===== config.mk =====
export PLATFORM = sky130hd
export DESIGN_NAME = acs_sequencer
export DESIGN_NICKNAME = d
export VERILOG_FILES = /design/src/acs_pkg.sv /design/src/acs_sequencer.sv /design/src/acs_tad_gen.sv /design/src/acs_pin_mask.sv
export SDC_FILE = /design/constraint.sdc
export NUM_CORES = 1
export LEC_CHECK = 0
export BUFFER_PORTS_ARGS = -buffer_cell sky130_fd_sc_hd__buf_2
export CAP_MARGIN = 5
export CORE_ASPECT_RATIO = 0.5
export CORE_UTILIZATION = 58
export DETAILED_ROUTE_END_ITERATION = 16
export PLACE_DENSITY_LB_ADDON = 0.12
export SLEW_MARGIN = 5
export SYNTH_ARGS = -nofsm -noshare
export SYNTH_HDL_FRONTEND = slang
export SYNTH_SLANG_ARGS = --single-unit
export TNS_END_PERCENT = 30

===== constraint.sdc =====
create_clock -name hclk -period 6 [get_ports hclk]
set_input_delay 0.3 -clock hclk [delete_from_list [all_inputs] [get_ports hclk]]
set_output_delay 0.3 -clock hclk [all_outputs]
set_load 0.1 [all_outputs]

===== src/acs_pkg.sv =====
// Purpose: shared constants of the conversion sequencer
// Assumes: hclk is the oscillator (Tosc), 200 MHz
// Notes:   register byte address is four times the register index
package acs_pkg;
	// ------------------------------------------------------------
	// register indices (byte address = index * 4)
	// ------------------------------------------------------------
	localparam logic [7:0] IDX_RES_HIGH = 8'h1e;
	localparam logic [7:0] IDX_CONTROL  = 8'h1f;
	localparam logic [7:0] IDX_RES_LOW  = 8'h9e;
	localparam logic [7:0] IDX_FORMAT   = 8'h9f;
	localparam logic [7:0] IDX_STATUS   = 8'h20;
	localparam logic [7:0] IDX_PORT     = 8'h21;
	// ------------------------------------------------------------
	// conv_control_main fields
	// ------------------------------------------------------------
	localparam int CM_CLK_MID = 7;
	localparam int CM_CLK_LO  = 6;
	localparam int CM_CHAN_HI = 5;
	localparam int CM_CHAN_LO = 3;
	localparam int CM_GO      = 2;
	localparam int CM_PWR     = 0;
	// ------------------------------------------------------------
	// conv_format_pins fields
	// ------------------------------------------------------------
	localparam int FP_JUSTIFY = 7;
	localparam int FP_CLK_HI  = 6;
	localparam int FP_PCFG_HI = 3;
	// ------------------------------------------------------------
	// status / enable fields
	// ------------------------------------------------------------
	localparam int ST_FLAG    = 0;
	localparam int ST_DONE_IE = 1;
	localparam int ST_PERI_IE = 2;
	localparam int ST_GLOB_IE = 3;
	localparam int ST_POWERED = 4;
	// ------------------------------------------------------------
	// reset values
	// ------------------------------------------------------------
	localparam logic [7:0] CONTROL_RST = 8'h00;
	localparam logic [7:0] FORMAT_RST  = 8'h00;
	localparam logic [3:0] STATUS_RST  = 4'h0;
	// ------------------------------------------------------------
	// timing
	// ------------------------------------------------------------
	localparam int          RES_W        = 10;
	localparam logic [3:0]  TAD_LAST     = 4'd11;
	localparam int          TCY_OSC      = 4;
	localparam int          TCY_CYCLES   = TCY_OSC;
	localparam logic [2:0]  TCY_LAST     = 3'(TCY_CYCLES - 1);
	localparam logic [1:0]  SEL_RC       = 2'b11;
	localparam logic [9:0]  SAR_FIRST    = 10'h200;
endpackage


===== src/acs_sequencer.sv =====
// Purpose: successive-approximation conversion sequencer, AHB-Lite slave
// Assumes: hclk is Tosc; cmp_decision comes from hclk-timed comparator
// Notes:   result bytes have no reset
`timescale 1ns/1ps
// Overview of operation
// - a conversion spans twelve bit periods (thirteen at 2 Tosc) before result and busy clear
// - clock select picks 2,4,8,16,32,64 Tosc or the RC clock
// - channel select and pin direction never block a conversion
// - analog-configured pins read as zero on the port
// - clearing busy aborts at once; result bytes keep old value
// - after abort acquisition resumes and a new start is accepted
// - first segment lasts at least one instruction cycle, then ends at the next bit tick
// - result is justified into sixteen bits, unused bits zero
// - result bytes are plain read-write storage when not converting
// - sleep conversion needs RC; RC start waits one instruction cycle
// - finish in sleep loads result, wakes if enabled, else powers down
// - sleep with divided clock aborts and powers down, enable stays set
// - reset clears control, powers off, aborts, makes pins analog
// - result bytes are not touched by any reset
// - completion loads result, clears busy, sets the done flag
// - justify set: high six bits zero; clear: low six bits zero
module acs_sequencer (
	input  wire logic        hclk,
	input  wire logic        hresetn,
	input  wire logic        hsel,
	input  wire logic [31:0] haddr,
	input  wire logic [1:0]  htrans,
	input  wire logic        hwrite,
	input  wire logic [2:0]  hsize,
	input  wire logic [31:0] hwdata,
	input  wire logic        hready,
	output logic             hreadyout,
	output logic             hresp,
	output logic [31:0]      hrdata,
	input  wire logic        rc_clk,
	input  wire logic [7:0]  port_pins,
	input  wire logic        sleep_mode,
	input  wire logic        cmp_decision,
	output logic [9:0]       dac_code,
	output logic [2:0]       channel_select,
	output logic             analog_power,
	output logic             acquire_en,
	output logic [7:0]       pin_analog_config,
	output logic             wake_req,
	output logic             irq_req
);
	typedef enum logic [1:0] {S_IDLE, S_FIRST, S_CONV} acs_state_e;

	// ------------------------------------------------------------
	// registers
	// ------------------------------------------------------------
	acs_state_e  state_r;
	acs_state_e  state_nxt;
	logic [7:0]  ctrl_r;
	logic [7:0]  fmt_r;
	logic [3:0]  stat_r;
	logic        go_r;
	logic        down_r;
	logic [9:0]  trial_r;
	logic [9:0]  trial_nxt;
	logic [3:0]  tad_cnt_r;
	logic [2:0]  first_cnt_r;
	logic [7:0]  res_hi_r;
	logic [7:0]  res_lo_r;
	logic        wr_pend_r;
	logic        rd_pend_r;
	logic [7:0]  idx_r;
	logic [2:0]  rc_sync_r;
	logic        rc_lvl_r;
	logic [7:0]  pin_s1_r;
	logic [7:0]  pin_s2_r;
	logic [7:0]  pin_s3_r;
	logic [7:0]  pin_lvl_r;
	logic [7:0]  port_rd_r;

	// ------------------------------------------------------------
	// bus decode
	// ------------------------------------------------------------
	wire        accept   = hsel && hready && htrans[1];
	wire [7:0]  wdata    = hwdata[7:0];
	wire        wr_ctrl  = wr_pend_r && (idx_r == acs_pkg::IDX_CONTROL);
	wire        wr_fmt   = wr_pend_r && (idx_r == acs_pkg::IDX_FORMAT);
	wire        wr_hi    = wr_pend_r && (idx_r == acs_pkg::IDX_RES_HIGH);
	wire        wr_lo    = wr_pend_r && (idx_r == acs_pkg::IDX_RES_LOW);
	wire        wr_stat  = wr_pend_r && (idx_r == acs_pkg::IDX_STATUS);
	wire [2:0]  clk_sel  = {fmt_r[acs_pkg::FP_CLK_HI], ctrl_r[acs_pkg::CM_CLK_MID],
	                        ctrl_r[acs_pkg::CM_CLK_LO]};
	wire        rc_sel   = (clk_sel[1:0] == acs_pkg::SEL_RC);
	wire        justify  = fmt_r[acs_pkg::FP_JUSTIFY];
	wire        pwr_on   = ctrl_r[acs_pkg::CM_PWR];
	wire [7:0]  ctrl_rd  = {ctrl_r[7:3], go_r, 1'b0, ctrl_r[0]};
	wire [7:0]  stat_rd  = {3'b000, analog_power, stat_r};

	// ------------------------------------------------------------
	// conversion control
	// ------------------------------------------------------------
	logic tad_tick;
	logic [7:0] analog_mask;
	logic [7:0] port_read;

	wire start_req = wr_ctrl && wdata[acs_pkg::CM_GO] && wdata[acs_pkg::CM_PWR] && pwr_on
	                 && !go_r && !down_r && !(sleep_mode && !rc_sel);
	wire abort_sw  = go_r && wr_ctrl && !(wdata[acs_pkg::CM_GO] && wdata[acs_pkg::CM_PWR]);
	wire abort_slp = go_r && sleep_mode && !rc_sel;
	wire abort     = abort_sw || abort_slp;
	wire last_tad  = (state_r == S_CONV) && tad_tick && (tad_cnt_r == acs_pkg::TAD_LAST);
	wire done      = last_tad && !abort;
	wire wake_en   = stat_r[acs_pkg::ST_DONE_IE] && stat_r[acs_pkg::ST_PERI_IE];
	// first segment holds one instruction cycle
	wire first_ok  = (first_cnt_r == acs_pkg::TCY_LAST);
	wire bit_step  = (state_r == S_CONV) && tad_tick && (tad_cnt_r != acs_pkg::TAD_LAST);
	wire [3:0] bit_pos = 4'(4'd10 - tad_cnt_r);

	always_comb begin
		state_nxt = state_r;
		unique case (state_r)
			S_IDLE:  if (start_req) state_nxt = S_FIRST;
			// rc start also waits one instruction cycle
			S_FIRST: if (first_ok && tad_tick) state_nxt = S_CONV;
			S_CONV:  if (last_tad) state_nxt = S_IDLE;
		endcase
		if (abort) state_nxt = S_IDLE;
	end

	// successive approximation: keep or drop bit, then try next lower bit
	always_comb begin
		trial_nxt = trial_r;
		for (int i = 0; i < acs_pkg::RES_W; i++) begin
			if (bit_step && (bit_pos == 4'(i))) trial_nxt[i] = cmp_decision;
		end
		for (int i = 1; i < acs_pkg::RES_W; i++) begin
			if (bit_step && (bit_pos == 4'(i))) trial_nxt[i-1] = 1'b1;
		end
		if (start_req) trial_nxt = acs_pkg::SAR_FIRST;
	end

	wire [7:0] load_hi = justify ? {6'h00, trial_r[9:8]} : trial_r[9:2];
	wire [7:0] load_lo = justify ? trial_r[7:0] : {trial_r[1:0], 6'h00};

	acs_tad_gen u_tad (
		.hclk    (hclk),
		.hresetn (hresetn),
		.sel     (clk_sel),
		.rc_edge ((rc_sync_r[2] == rc_sync_r[1]) && rc_sync_r[1] && !rc_lvl_r),
		.restart (start_req),
		.tick    (tad_tick)
	);

	acs_pin_mask u_pins (
		.pcfg        (fmt_r[acs_pkg::FP_PCFG_HI:0]),
		.port_lvl    (pin_lvl_r),
		.analog_mask (analog_mask),
		.port_read   (port_read)
	);

	// ------------------------------------------------------------
	// read mux
	// ------------------------------------------------------------
	wire [7:0] rd_byte =
		(idx_r == acs_pkg::IDX_RES_HIGH) ? res_hi_r :
		(idx_r == acs_pkg::IDX_RES_LOW)  ? res_lo_r :
		(idx_r == acs_pkg::IDX_CONTROL)  ? ctrl_rd  :
		(idx_r == acs_pkg::IDX_FORMAT)   ? {fmt_r[7:6], 2'b00, fmt_r[3:0]} :
		(idx_r == acs_pkg::IDX_STATUS)   ? stat_rd  :
		(idx_r == acs_pkg::IDX_PORT)     ? port_rd_r : 8'h00;

	// ------------------------------------------------------------
	// bus slave
	// ------------------------------------------------------------
	always_ff @(posedge hclk or negedge hresetn) begin
		if (!hresetn) begin
			wr_pend_r <= 1'b0;
			rd_pend_r <= 1'b0;
			idx_r     <= 8'h00;
			hreadyout <= 1'b1;
			hresp     <= 1'b0;
			hrdata    <= 32'h0000_0000;
		end else begin
			wr_pend_r <= accept && hwrite;
			rd_pend_r <= accept && !hwrite;
			if (accept) idx_r <= (haddr[31:10] == 22'h00_0000) ? haddr[9:2] : 8'hff;
			hreadyout <= !(accept && !hwrite);
			hresp     <= 1'b0;
			if (rd_pend_r) hrdata <= {24'h00_0000, rd_byte};
		end
	end

	// ------------------------------------------------------------
	// control state
	// ------------------------------------------------------------
	// reset clears control and aborts
	always_ff @(posedge hclk or negedge hresetn) begin
		if (!hresetn) begin
			state_r     <= S_IDLE;
			ctrl_r      <= acs_pkg::CONTROL_RST;
			fmt_r       <= acs_pkg::FORMAT_RST;
			go_r        <= 1'b0;
			trial_r     <= 10'h000;
			tad_cnt_r   <= 4'h0;
			first_cnt_r <= 3'h0;
		end else begin
			state_r <= state_nxt;
			trial_r <= trial_nxt;
			if (wr_ctrl) ctrl_r <= wdata & ~8'h06;
			if (wr_fmt)  fmt_r  <= wdata & 8'hcf;
			go_r <= (start_req || go_r) && !abort && !done;
			if (start_req) first_cnt_r <= 3'h0;
			else if (!first_ok) first_cnt_r <= 3'(first_cnt_r + 3'd1);
			if (state_r != S_CONV) tad_cnt_r <= 4'h1;
			else if (tad_tick) tad_cnt_r <= 4'(tad_cnt_r + 4'd1);
		end
	end

	// finish in sleep without wake powers down
	always_ff @(posedge hclk or negedge hresetn) begin
		if (!hresetn) begin
			down_r <= 1'b0;
			stat_r <= acs_pkg::STATUS_RST;
		end else begin
			down_r <= sleep_mode && (down_r || !rc_sel || (done && !wake_en));
			// flag sets regardless of enables, set wins
			stat_r[acs_pkg::ST_FLAG] <= done ||
				(wr_stat ? wdata[acs_pkg::ST_FLAG] : stat_r[acs_pkg::ST_FLAG]);
			if (wr_stat) stat_r[3:1] <= wdata[3:1];
		end
	end

	// software write when no result lands
	always_ff @(posedge hclk) begin
		if (done) begin
			res_hi_r <= load_hi;
			res_lo_r <= load_lo;
		end else begin
			if (wr_hi) res_hi_r <= wdata;
			if (wr_lo) res_lo_r <= wdata;
		end
	end

	// ------------------------------------------------------------
	// pin synchronisers and outputs
	// ------------------------------------------------------------
	always_ff @(posedge hclk or negedge hresetn) begin
		if (!hresetn) begin
			rc_sync_r         <= 3'b000;
			rc_lvl_r          <= 1'b0;
			pin_s1_r          <= 8'h00;
			pin_s2_r          <= 8'h00;
			pin_s3_r          <= 8'h00;
			pin_lvl_r         <= 8'h00;
			port_rd_r         <= 8'h00;
			dac_code          <= 10'h000;
			channel_select    <= 3'b000;
			analog_power      <= 1'b0;
			acquire_en        <= 1'b0;
			pin_analog_config <= 8'hff;
			wake_req          <= 1'b0;
			irq_req           <= 1'b0;
		end else begin
			rc_sync_r <= {rc_sync_r[1:0], rc_clk};
			if (rc_sync_r[2] == rc_sync_r[1]) rc_lvl_r <= rc_sync_r[1];
			pin_s1_r  <= port_pins;
			pin_s2_r  <= pin_s1_r;
			pin_s3_r  <= pin_s2_r;
			pin_lvl_r <= (pin_lvl_r & (pin_s2_r ^ pin_s3_r)) | (pin_s2_r & pin_s3_r);
			port_rd_r <= port_read;
			dac_code  <= trial_r;
			channel_select <= ctrl_r[acs_pkg::CM_CHAN_HI:acs_pkg::CM_CHAN_LO];
			analog_power <= pwr_on && !down_r;
			acquire_en <= pwr_on && !down_r && !go_r;
			pin_analog_config <= analog_mask;
			wake_req <= stat_r[acs_pkg::ST_FLAG] && wake_en;
			irq_req  <= wake_req && stat_r[acs_pkg::ST_GLOB_IE];
		end
	end

	logic [3:0] tick_seen_r;
	logic [6:0] gap_r;
	always_ff @(posedge hclk or negedge hresetn) begin
		if (!hresetn) begin
			tick_seen_r <= 4'h0;
			gap_r       <= 7'h00;
		end else begin
			if (start_req) tick_seen_r <= 4'h0;
			else if (go_r && tad_tick) tick_seen_r <= 4'(tick_seen_r + 4'd1);
			gap_r <= (tad_tick || start_req) ? 7'h00 : 7'(gap_r + 7'd1);
		end
	end
endmodule


===== src/acs_tad_gen.sv =====
// Purpose: per-bit conversion clock tick
// Assumes: rc_edge is already synchronised to hclk
// Notes:   divider phase restarts on restart
`timescale 1ns/1ps
module acs_tad_gen (
	input  wire logic       hclk,
	input  wire logic       hresetn,
	input  wire logic [2:0] sel,
	input  wire logic       rc_edge,
	input  wire logic       restart,
	output logic            tick
);
	logic [5:0] cnt_r;
	logic [5:0] cnt_nxt;
	logic [2:0] shift_amt;
	logic [5:0] lim;
	logic       rc_mode;
	logic       wrap;

	// select to divide ratio
	// code 000 -> 2, 100 -> 4, 001 -> 8, 101 -> 16, 010 -> 32, 110 -> 64
	assign shift_amt = {sel[1:0], sel[2]};
	assign lim       = 6'((7'd2 << shift_amt) - 7'd1);
	assign rc_mode   = (sel[1:0] == acs_pkg::SEL_RC);
	assign wrap      = (cnt_r == lim);
	assign cnt_nxt   = (restart || wrap) ? 6'h00 : 6'(cnt_r + 6'd1);

	always_ff @(posedge hclk or negedge hresetn) begin
		if (!hresetn) begin
			cnt_r <= 6'h00;
			tick  <= 1'b0;
		end else begin
			cnt_r <= cnt_nxt;
			tick  <= rc_mode ? rc_edge : (wrap && !restart);
		end
	end
endmodule


===== src/acs_pin_mask.sv =====
// Purpose: analog/digital pin map and masked port read
// Assumes: port levels are already synchronised
// Notes:   a set mask bit marks an analog or reference pin
`timescale 1ns/1ps
module acs_pin_mask (
	input  wire logic [3:0] pcfg,
	input  wire logic [7:0] port_lvl,
	output logic      [7:0] analog_mask,
	output logic      [7:0] port_read
);
	always_comb begin
		unique case (pcfg)
			4'h0, 4'h1, 4'h8:       analog_mask = 8'hff;
			4'h2, 4'h3, 4'hc:       analog_mask = 8'h1f;
			4'h4, 4'h5:             analog_mask = 8'h0b;
			4'h6, 4'h7:             analog_mask = 8'h00;
			4'h9, 4'ha, 4'hb:       analog_mask = 8'h3f;
			4'hd:                   analog_mask = 8'h0f;
			4'he:                   analog_mask = 8'h01;
			4'hf:                   analog_mask = 8'h0d;
		endcase
	end

	assign port_read = port_lvl & ~analog_mask;
endmodule


---- Yosys cells after proc, flatten, opt, wreduce, memory -nomap -nowiden ----
Memory sizes are Yosys's and may differ from the RTL's.
Index checks and enable logic that the tools add are counted.
W data, S select, Z words.
storage, ports and cells
  flip-flop bits (word level) ............. 148
  bits in latches ......................... 0
  bits in writable memories ............... 0
  memory bits (read-only) ................. 128
  input port bits ......................... 85
  output and inout port bits .............. 59
  word-level logic and storage cells ...... 211
  memories ................................ 1
memories
  name             depth  width  read ports  clocked after Yosys merged registers in  write ports  line                RTL
  (no name shown)  16     8      1           0                                        0            acs_pin_mask.sv:12  unique case (pcfg)
operators by class
  $add $sub $neg .......................... 5
  $mul .................................... 0
  div/mod/pow operators ................... 0
  $lt $le $gt $ge ......................... 0
  equality and inequality tests ........... 28
  shift operators ......................... 1
  mux-type cells .......................... 45
  bitwise logic cells ..................... 6
  reductions and logical operators ........ 83
operators with widths
  kind                   number
  $mux W8                13
  $logic_and A1 B1 Y1    48
  $reduce_bool A3 Y1     9
  $and A8 B8 Y8          3
  $logic_not A22 Y1      1
  $mux W1                21
  $eq A4 B3 Y1 const B   4
  $eq A8 B5 Y1 const B   2
  $eq A8 B6 Y1 const B   2
  $eq A8 B8 Y1 const B   2
  $eq A4 B4 Y1 const B   3
  $logic_not A1 Y1       12
  $mux W10               1
  $ne A3 B3 Y1 const B   3
  $eq A4 B2 Y1 const B   2
  $mux W2                4
  $mux W4                2
  $not A8 Y8             1
  $or A8 B8 Y8           1
  $reduce_bool A2 Y1     4
  $xor A8 B8 Y8          1
  $add A6 B1 Y6 const B  1
  $eq A6 B6 Y1           1
  $logic_or A1 B1 Y1     6
  18 further kinds       21

---- Longest topological paths before layout ----
  depth in word-level cells ............... 11
  mapped depth ............................ 9
  depth with buffers taken out ............ 8

---- By module ----
A second synthesis with hierarchy kept.
second synthesis, totals
  cell total of the unflattened synthesis .. 543
  area total of the unflattened synthesis .. 6,490.0 µm²
modules (own cells, without submodules)
  module         instances  cells an instance  area each (µm²)  sequential area each (µm²)
  acs_sequencer  1          481                5,947.0          3,619.7
  acs_tad_gen    1          40                 410.4            175.2
  acs_pin_mask   1          22                 132.6            0.0

---- Least setup slack after synthesis ----
OpenSTA, ideal clock, no wires.
  kind .................................... flip-flop to flip-flop
  start ................................... reg ctrl_r[6]
  end ..................................... reg u_tad.tick
  library setup time ...................... 0.065 ns
  arrival time ............................ 2.434 ns
  data required time ...................... 5.935 ns
  path slack .............................. 3.501 ns
  stages on the path, launching flop included .. 9
  buffers on the path ..................... 1
  clock period less this slack ............ 2.499 ns
  cell sequence ........................... dfrtp_1 > buf_2 > or3_1 > ha_1 > or3_1 > a21boi_0 > o21ai_0 > a2111oi_4 > a31o_2
on the way
  cells in the longest elaborated chain, start to end .. 8
  elaborated cells on any way between the ends .. 11
  those cells by class .................... add/sub: 1; eq/ne: 2; shift: 1; mux: 1; reduce/logical: 6
RTL lines
  element                                                line                  RTL
  start, declared                                        acs_sequencer.sv:54   logic [7:0] ctrl_r;
  start signal, assigned                                 acs_sequencer.sv:195  ctrl_r <= acs_pkg::CONTROL_RST;
  start signal, assigned                                 acs_sequencer.sv:204  if (wr_ctrl) ctrl_r <= wdata & ~8'h06;
  branches (longest 7 deep; another with $sub A6 B1 Y6)  n/a
  $mux W1 (*)                                            acs_tad_gen.sv:34     tick <= rc_mode ? rc_edge : (wrap && !restart);
  end signal, assigned                                   acs_tad_gen.sv:34
  end, declared                                          acs_tad_gen.sv:11     output logic tick
Every way passes the cells marked *.
A chain may end at the register's enable or synchronous reset.

---- Final worst setup path ----
  start ................................... reg idx_r[7]
  end ..................................... reg res_lo_r[2], enable pin
on the way
  cells in the longest elaborated chain, start to end .. 8
  elaborated cells on any way between the ends .. 10
  those cells by class .................... eq/ne: 2; reduce/logical: 8
RTL lines
  element                                  line                  RTL
  start, declared                          acs_sequencer.sv:67   logic [7:0] idx_r;
  start signal, assigned                   acs_sequencer.sv:181  if (accept) idx_r <= (haddr[31:10] == 22'h00_0000) ? haddr[9:2] : 8'hff;
  $eq A8 B5 Y1                             acs_sequencer.sv:81   wire wr_ctrl = wr_pend_r && (idx_r == acs_pkg::IDX_CONTROL);
  $logic_and A1 B1 Y1                      acs_sequencer.sv:81
  $logic_and A1 B1 Y1 (2 in a row)         acs_sequencer.sv:103  wire abort_sw = go_r && wr_ctrl && !(wdata[acs_pkg::CM_GO] && wdata[acs_pkg::CM_PWR]);
  $logic_or A1 B1 Y1                       acs_sequencer.sv:105  wire abort = abort_sw || abort_slp;
  $logic_not A1 Y1                         acs_sequencer.sv:107  wire done = last_tad && !abort;
  $logic_and A1 B1 Y1                      acs_sequencer.sv:107
  $reduce_bool A2 Y1 (no source line) (*)  n/a
  end signal, assigned                     acs_sequencer.sv:232  res_lo_r <= load_lo;
  end signal, assigned                     acs_sequencer.sv:235  if (wr_lo) res_lo_r <= wdata;
  end, declared                            acs_sequencer.sv:64   logic [7:0] res_lo_r;
Every way passes the cells marked *; elsewhere a longest branch is shown, timed or not.

==> results.md <==
Global routing:
- The number of antenna violations at the first check in global routing came to 0.
- The first global-routing pass estimated 22300 microns of wire.
- Global routing finished with a remaining overflow of 0.
- The combined global-route utilization of all metal layers is around a quarter.
- Entering global routing, the biggest net connects 77 pins.
- The via count of the first global-routing pass is between 4000 and 5000.

Yosys:
- Yosys mapped the design onto 57 distinct sky130hd cell types.
- The synthesized area divided by synthesized cell count is 11.9 sq um.
- Multiplexer cells account for 5.02% of the synthesized area.
- The number of enable flip-flop cells after synthesis is 16.
- Of all cell types, the one taking the most synthesized area is sky130_fd_sc_hd__dfrtp_1.
- The library cell with the highest instance count after synthesis is sky130_fd_sc_hd__dfrtp_1.
- Ranked by instance count, the synthesized netlist is headed by sky130_fd_sc_hd__dfrtp_1 (123), sky130_fd_sc_hd__nand2_1 (47), sky130_fd_sc_hd__nor2_1 (27).
- The area fraction in compound gates after synthesis is around an eighth.
- The synthesized design contains around 150 register bits.
- For this run, the leading register cell type out of synthesis is sky130_fd_sc_hd__dfrtp_1.
- The xor and xnor area share after synthesis is 1.75%.
- Of the total synthesized cell area, the portion taken by full adders, half adders and majority gates is 4.04%.
- The warning count from the yosys run is 0.
- After technology mapping, the gate count stands at 547.
- By area, the combinational part of the netlist is dominated by simple AND/OR/NAND/NOR gates.
- The cell area that synthesis handed to floorplanning was about 6500 sq um.
- Yosys attributes the largest share of cell area to sky130_fd_sc_hd__dfrtp_1 (47%), sky130_fd_sc_hd__edfxtp_1 (7.4%), sky130_fd_sc_hd__ha_1 (4.0%).
- After synthesis, flip-flops and latches occupy between 50% and 60% of the total area.
- The share of the synthesized area in the top cell type is 47.3%.
- The area share of and/or/nand/nor cells after synthesis is between 10 and 15%.
- The share of flip-flops with an asynchronous set or reset after synthesis is 89.1%.

Setup path:
- The required time reported for the critical path endpoint is 6040 ps.
- Data on the critical path arrives at its endpoint at between 3000 and 4000 ps.
- Along the worst path, the maximum fanout reaches 26.
- The path type of the worst setup path is register to register.
- Walking the worst path, the cells encountered are nor4b_4 -> nand2_1 -> o211ai_2 -> nand2_1.
- The worst setup path is captured at a register.
- For this design, the slowest cell found on the critical path is sky130_fd_sc_hd__o211ai_2.
- The depth of the worst register-to-register path is 4.
- The cell that appears most often on the critical path is sky130_fd_sc_hd__nand2_1.
- The type of element launching the critical path is a register.
- For this run, the slowest stage of the critical path takes 880 ps.

Placement:
- Detailed placement ended at an HPWL of 9070 microns.
- The final weighted congestion in routability-driven placement is 0.840.
- The number of buffer cells added on primary ports is 88.

Pwr:
- The worst-case IR drop observed on VDD is between 0.2 and 0.3 mV.
- Registers are responsible for 41.8% of the overall power.
- The static leakage is 3.45 nW.
- In this run, the clock network consumes 41.5% of the power.
- The power per cell area is 358 nW/um^2.
- Net switching is between 20% and 30% of the power.
- The net switching power figure is 0.000792 W.
- Internal power comes to a little under 0.002 W.
- The combinational fraction of design power is 16.8%.

Clocking:
- The later pin in the worst-skew pair is clocked with a latency of 410 ps.
- The clock passes through at most 2 buffers.
- The clock tree synthesis step divided the H-tree into 4 levels.
- CTS placed an instance of sky130_fd_sc_hd__clkbuf_16 at the clock tree root.
- The number of gates resized after CTS was 0.
- CTS saw 147 sinks.
- The clock transition at the registers of the reported paths is 60 ps.
- Buffers inserted during clock tree synthesis total 17.
- TritonCTS built the clock tree.

Min path:
- The depth of the worst hold-timing path is 2.
- The path class of the tightest hold or removal check is primary input to register.

Floorplanning:
- The initial standard-cell utilization of the core is 61.8%.
- In this run the horizontal extent of the chip is 152 microns.
- The die area is ~12000 sq um.
- In this run the standard cell core region covers 10500 sq um.
- The top-level I/O count is roughly 140.
- The floorplan step set the die height to 76.9 microns.
- The number of standard-cell rows in the floorplan is 26.

STA:
- The tightest slew margin relative to the limit is 35.0%.
- Summed over all failing endpoints, the final setup total negative slack is 0 ps.
- The measured slew at the worst slew-check pin is 972 ps.
- The number of hold-slack violations in the final timing report is 0.
- For the final database, setup skew stands at 6.19 ps.
- Setup repair after global routing left no endpoint under its margin.
- The portion of the clock cycle consumed by the worst path in the final layout is 55.6%.
- The total count of max-transition violations in the final report is 0.
- Setup violations remaining at the end of the flow were counted as 0.
- Derived from the worst setup path, the maximum achievable clock frequency is 300 MHz.
- Counting I/O delays and the setup requirement, the final critical path takes 3340 ps.

Status:
- The run finished with clean final reports.

Run:
- The number of violations of the max-capacitance limit is 0.

Route:
- The number of antenna-violating nets in the routed design is 0.
- The via total after detailed routing is 4601.
- The first routing iteration left 334 violations.
- The number of vias per cell after detailed routing is 5.80.
- The first TritonRoute pass finished after 5 iterations.
- The final layout contains routed wiring with a total length of 13600 microns.
- The post-detailed-route DRC marker count is 0.
- The average wire per cell in the routed design is around 17 microns.

Finish:
- The final core utilization is ~73%.
- 0 antenna diodes ended up in the layout.
- For this run, the post-layout net count is 746.
- The layout-stage area growth over the synthesis result is 18.2%.
- In the final layout, the share of cells above drive strength 1 is 24.7%.
[logic make-up after synthesis]
| family | after synthesis |
|---|---|
| AO/OA/AOI/OAI | 116 |
| XOR/XNOR | 13 |
| adder cells (fa/ha/maj) | 21 |
| buffers and inverters | 65 |
| flip-flops | 147 |
| multiplexers | 30 |
| other | 1 |
| AND/OR/NAND/NOR | 154 |
[worst max-delay path: cells and delay by family, from the launching register on]
family	cells	cell delay, ps
compound gates	1	880
flops	1	440
simple gates	3	1630
[metrics by stage]
step           total power [W]  instance area (sq um)  hold slack (ps)  instances  setup WS [ps]
2_1_floorplan          0.00153                   6600             4.41        571           3500
3_3_place_gp           0.00161                   6940              292        751           2820
3_5_place_dp           0.00163                   6940              298        751           2760
4_1_cts                0.00277                   7690             93.6        793           2740
5_1_grt                0.00287                   7690              100        793           2470
6_report               0.00275                   7690              104        793           2660
[sequential cells by signal (all words and copies together), names as in the netlist, 4 cells and up]
register / flops
port_rd_r: 8
idx_r: 8
fmt_r: 6
pin_analog_config: 7
dac_code: 10
pin_lvl_r: 8
stat_r: 4
trial_r: 10
pin_s1_r: 8
tad_cnt_r: 4
hrdata: 8
res_hi_r: 8
res_lo_r: 8
pin_s3_r: 8
u_tad.cnt_r: 6
pin_s2_r: 8
ctrl_r: 6
[final cells by class]
class	count	area, sq um
Timing Repair Buffer	100	562
Sequential cell	147	3770
Multi-Input combinational cell	359	2480
Clock inverter	7	114
Inverter	15	56.3
Tap cell	140	175
Clock buffer	25	538
Fill cell	735	2850
[final timing paths]
kind | to | start | slack [ps]
min reg2reg | pin_s2_r[2] | pin_s1_r[2] | 350
min in group asynchronous | u_tad.cnt_r[1] | hresetn | 400
min | idx_r[4] | haddr[6] | 100
max in group asynchronous | pin_s3_r[6] | hresetn | 4260
max reg2reg | res_lo_r[2] | idx_r[7] | 2660
max | res_lo_r[2] | idx_r[7] | 2660
[power groups by stage]
stage | sequential, W | combinational [W] | clock [W]
finish | 0.00115 | 0.000462 | 0.00114
global route | 0.00116 | 0.000505 | 0.00120
CTS | 0.00115 | 0.000466 | 0.00115
detailed placement | 0.00117 | 0.000458 | 0
global placement | 0.00116 | 0.000446 | 0
floorplan | 0.00128 | 0.000254 | 0
[cell usage in the layout, fill, tap and decap left out, types with 6 or more instances in the layout]
cell	instances
sky130_fd_sc_hd__a211oi_1	8
sky130_fd_sc_hd__a21o_1	9
sky130_fd_sc_hd__a21oi_1	26
sky130_fd_sc_hd__a22o_1	9
sky130_fd_sc_hd__and2_1	6
sky130_fd_sc_hd__and3_1	9
sky130_fd_sc_hd__buf_2	87
sky130_fd_sc_hd__clkbuf_16	19
sky130_fd_sc_hd__conb_1	25
sky130_fd_sc_hd__dfrtp_1	123
sky130_fd_sc_hd__dfstp_2	8
sky130_fd_sc_hd__dlygate4sd3_1	10
sky130_fd_sc_hd__edfxtp_1	16
sky130_fd_sc_hd__ha_1	21
sky130_fd_sc_hd__inv_1	15
sky130_fd_sc_hd__mux2_2	21
sky130_fd_sc_hd__mux2i_1	9
sky130_fd_sc_hd__nand2_1	47
sky130_fd_sc_hd__nand3_1	14
sky130_fd_sc_hd__nor2_1	27
sky130_fd_sc_hd__nor2b_1	6
sky130_fd_sc_hd__nor3_1	6
sky130_fd_sc_hd__nor4_1	6
sky130_fd_sc_hd__o21ai_0	17
sky130_fd_sc_hd__o22a_1	8
sky130_fd_sc_hd__xnor2_1	7
sky130_fd_sc_hd__xor2_1	6
[per-layer routing]
layer | vias to the layer above | track usage [%] | share of wire, %
met4 | 0 | 7.70 | 1.5
met2 | 197 | 38.2 | 46
met3 | 21 | 7.18 | 8.6
met5 | - | 0 | 0
li1 | 2099 | - | -
met1 | 2284 | 33.9 | 44
[what timing repair did]
item | in CTS | in global routing
buffers inserted | 0 | 0
hold endpoints to repair | 63 | 0
hold buffers | 10 | 0
Note: power is estimated with default switching activity, not from simulation.
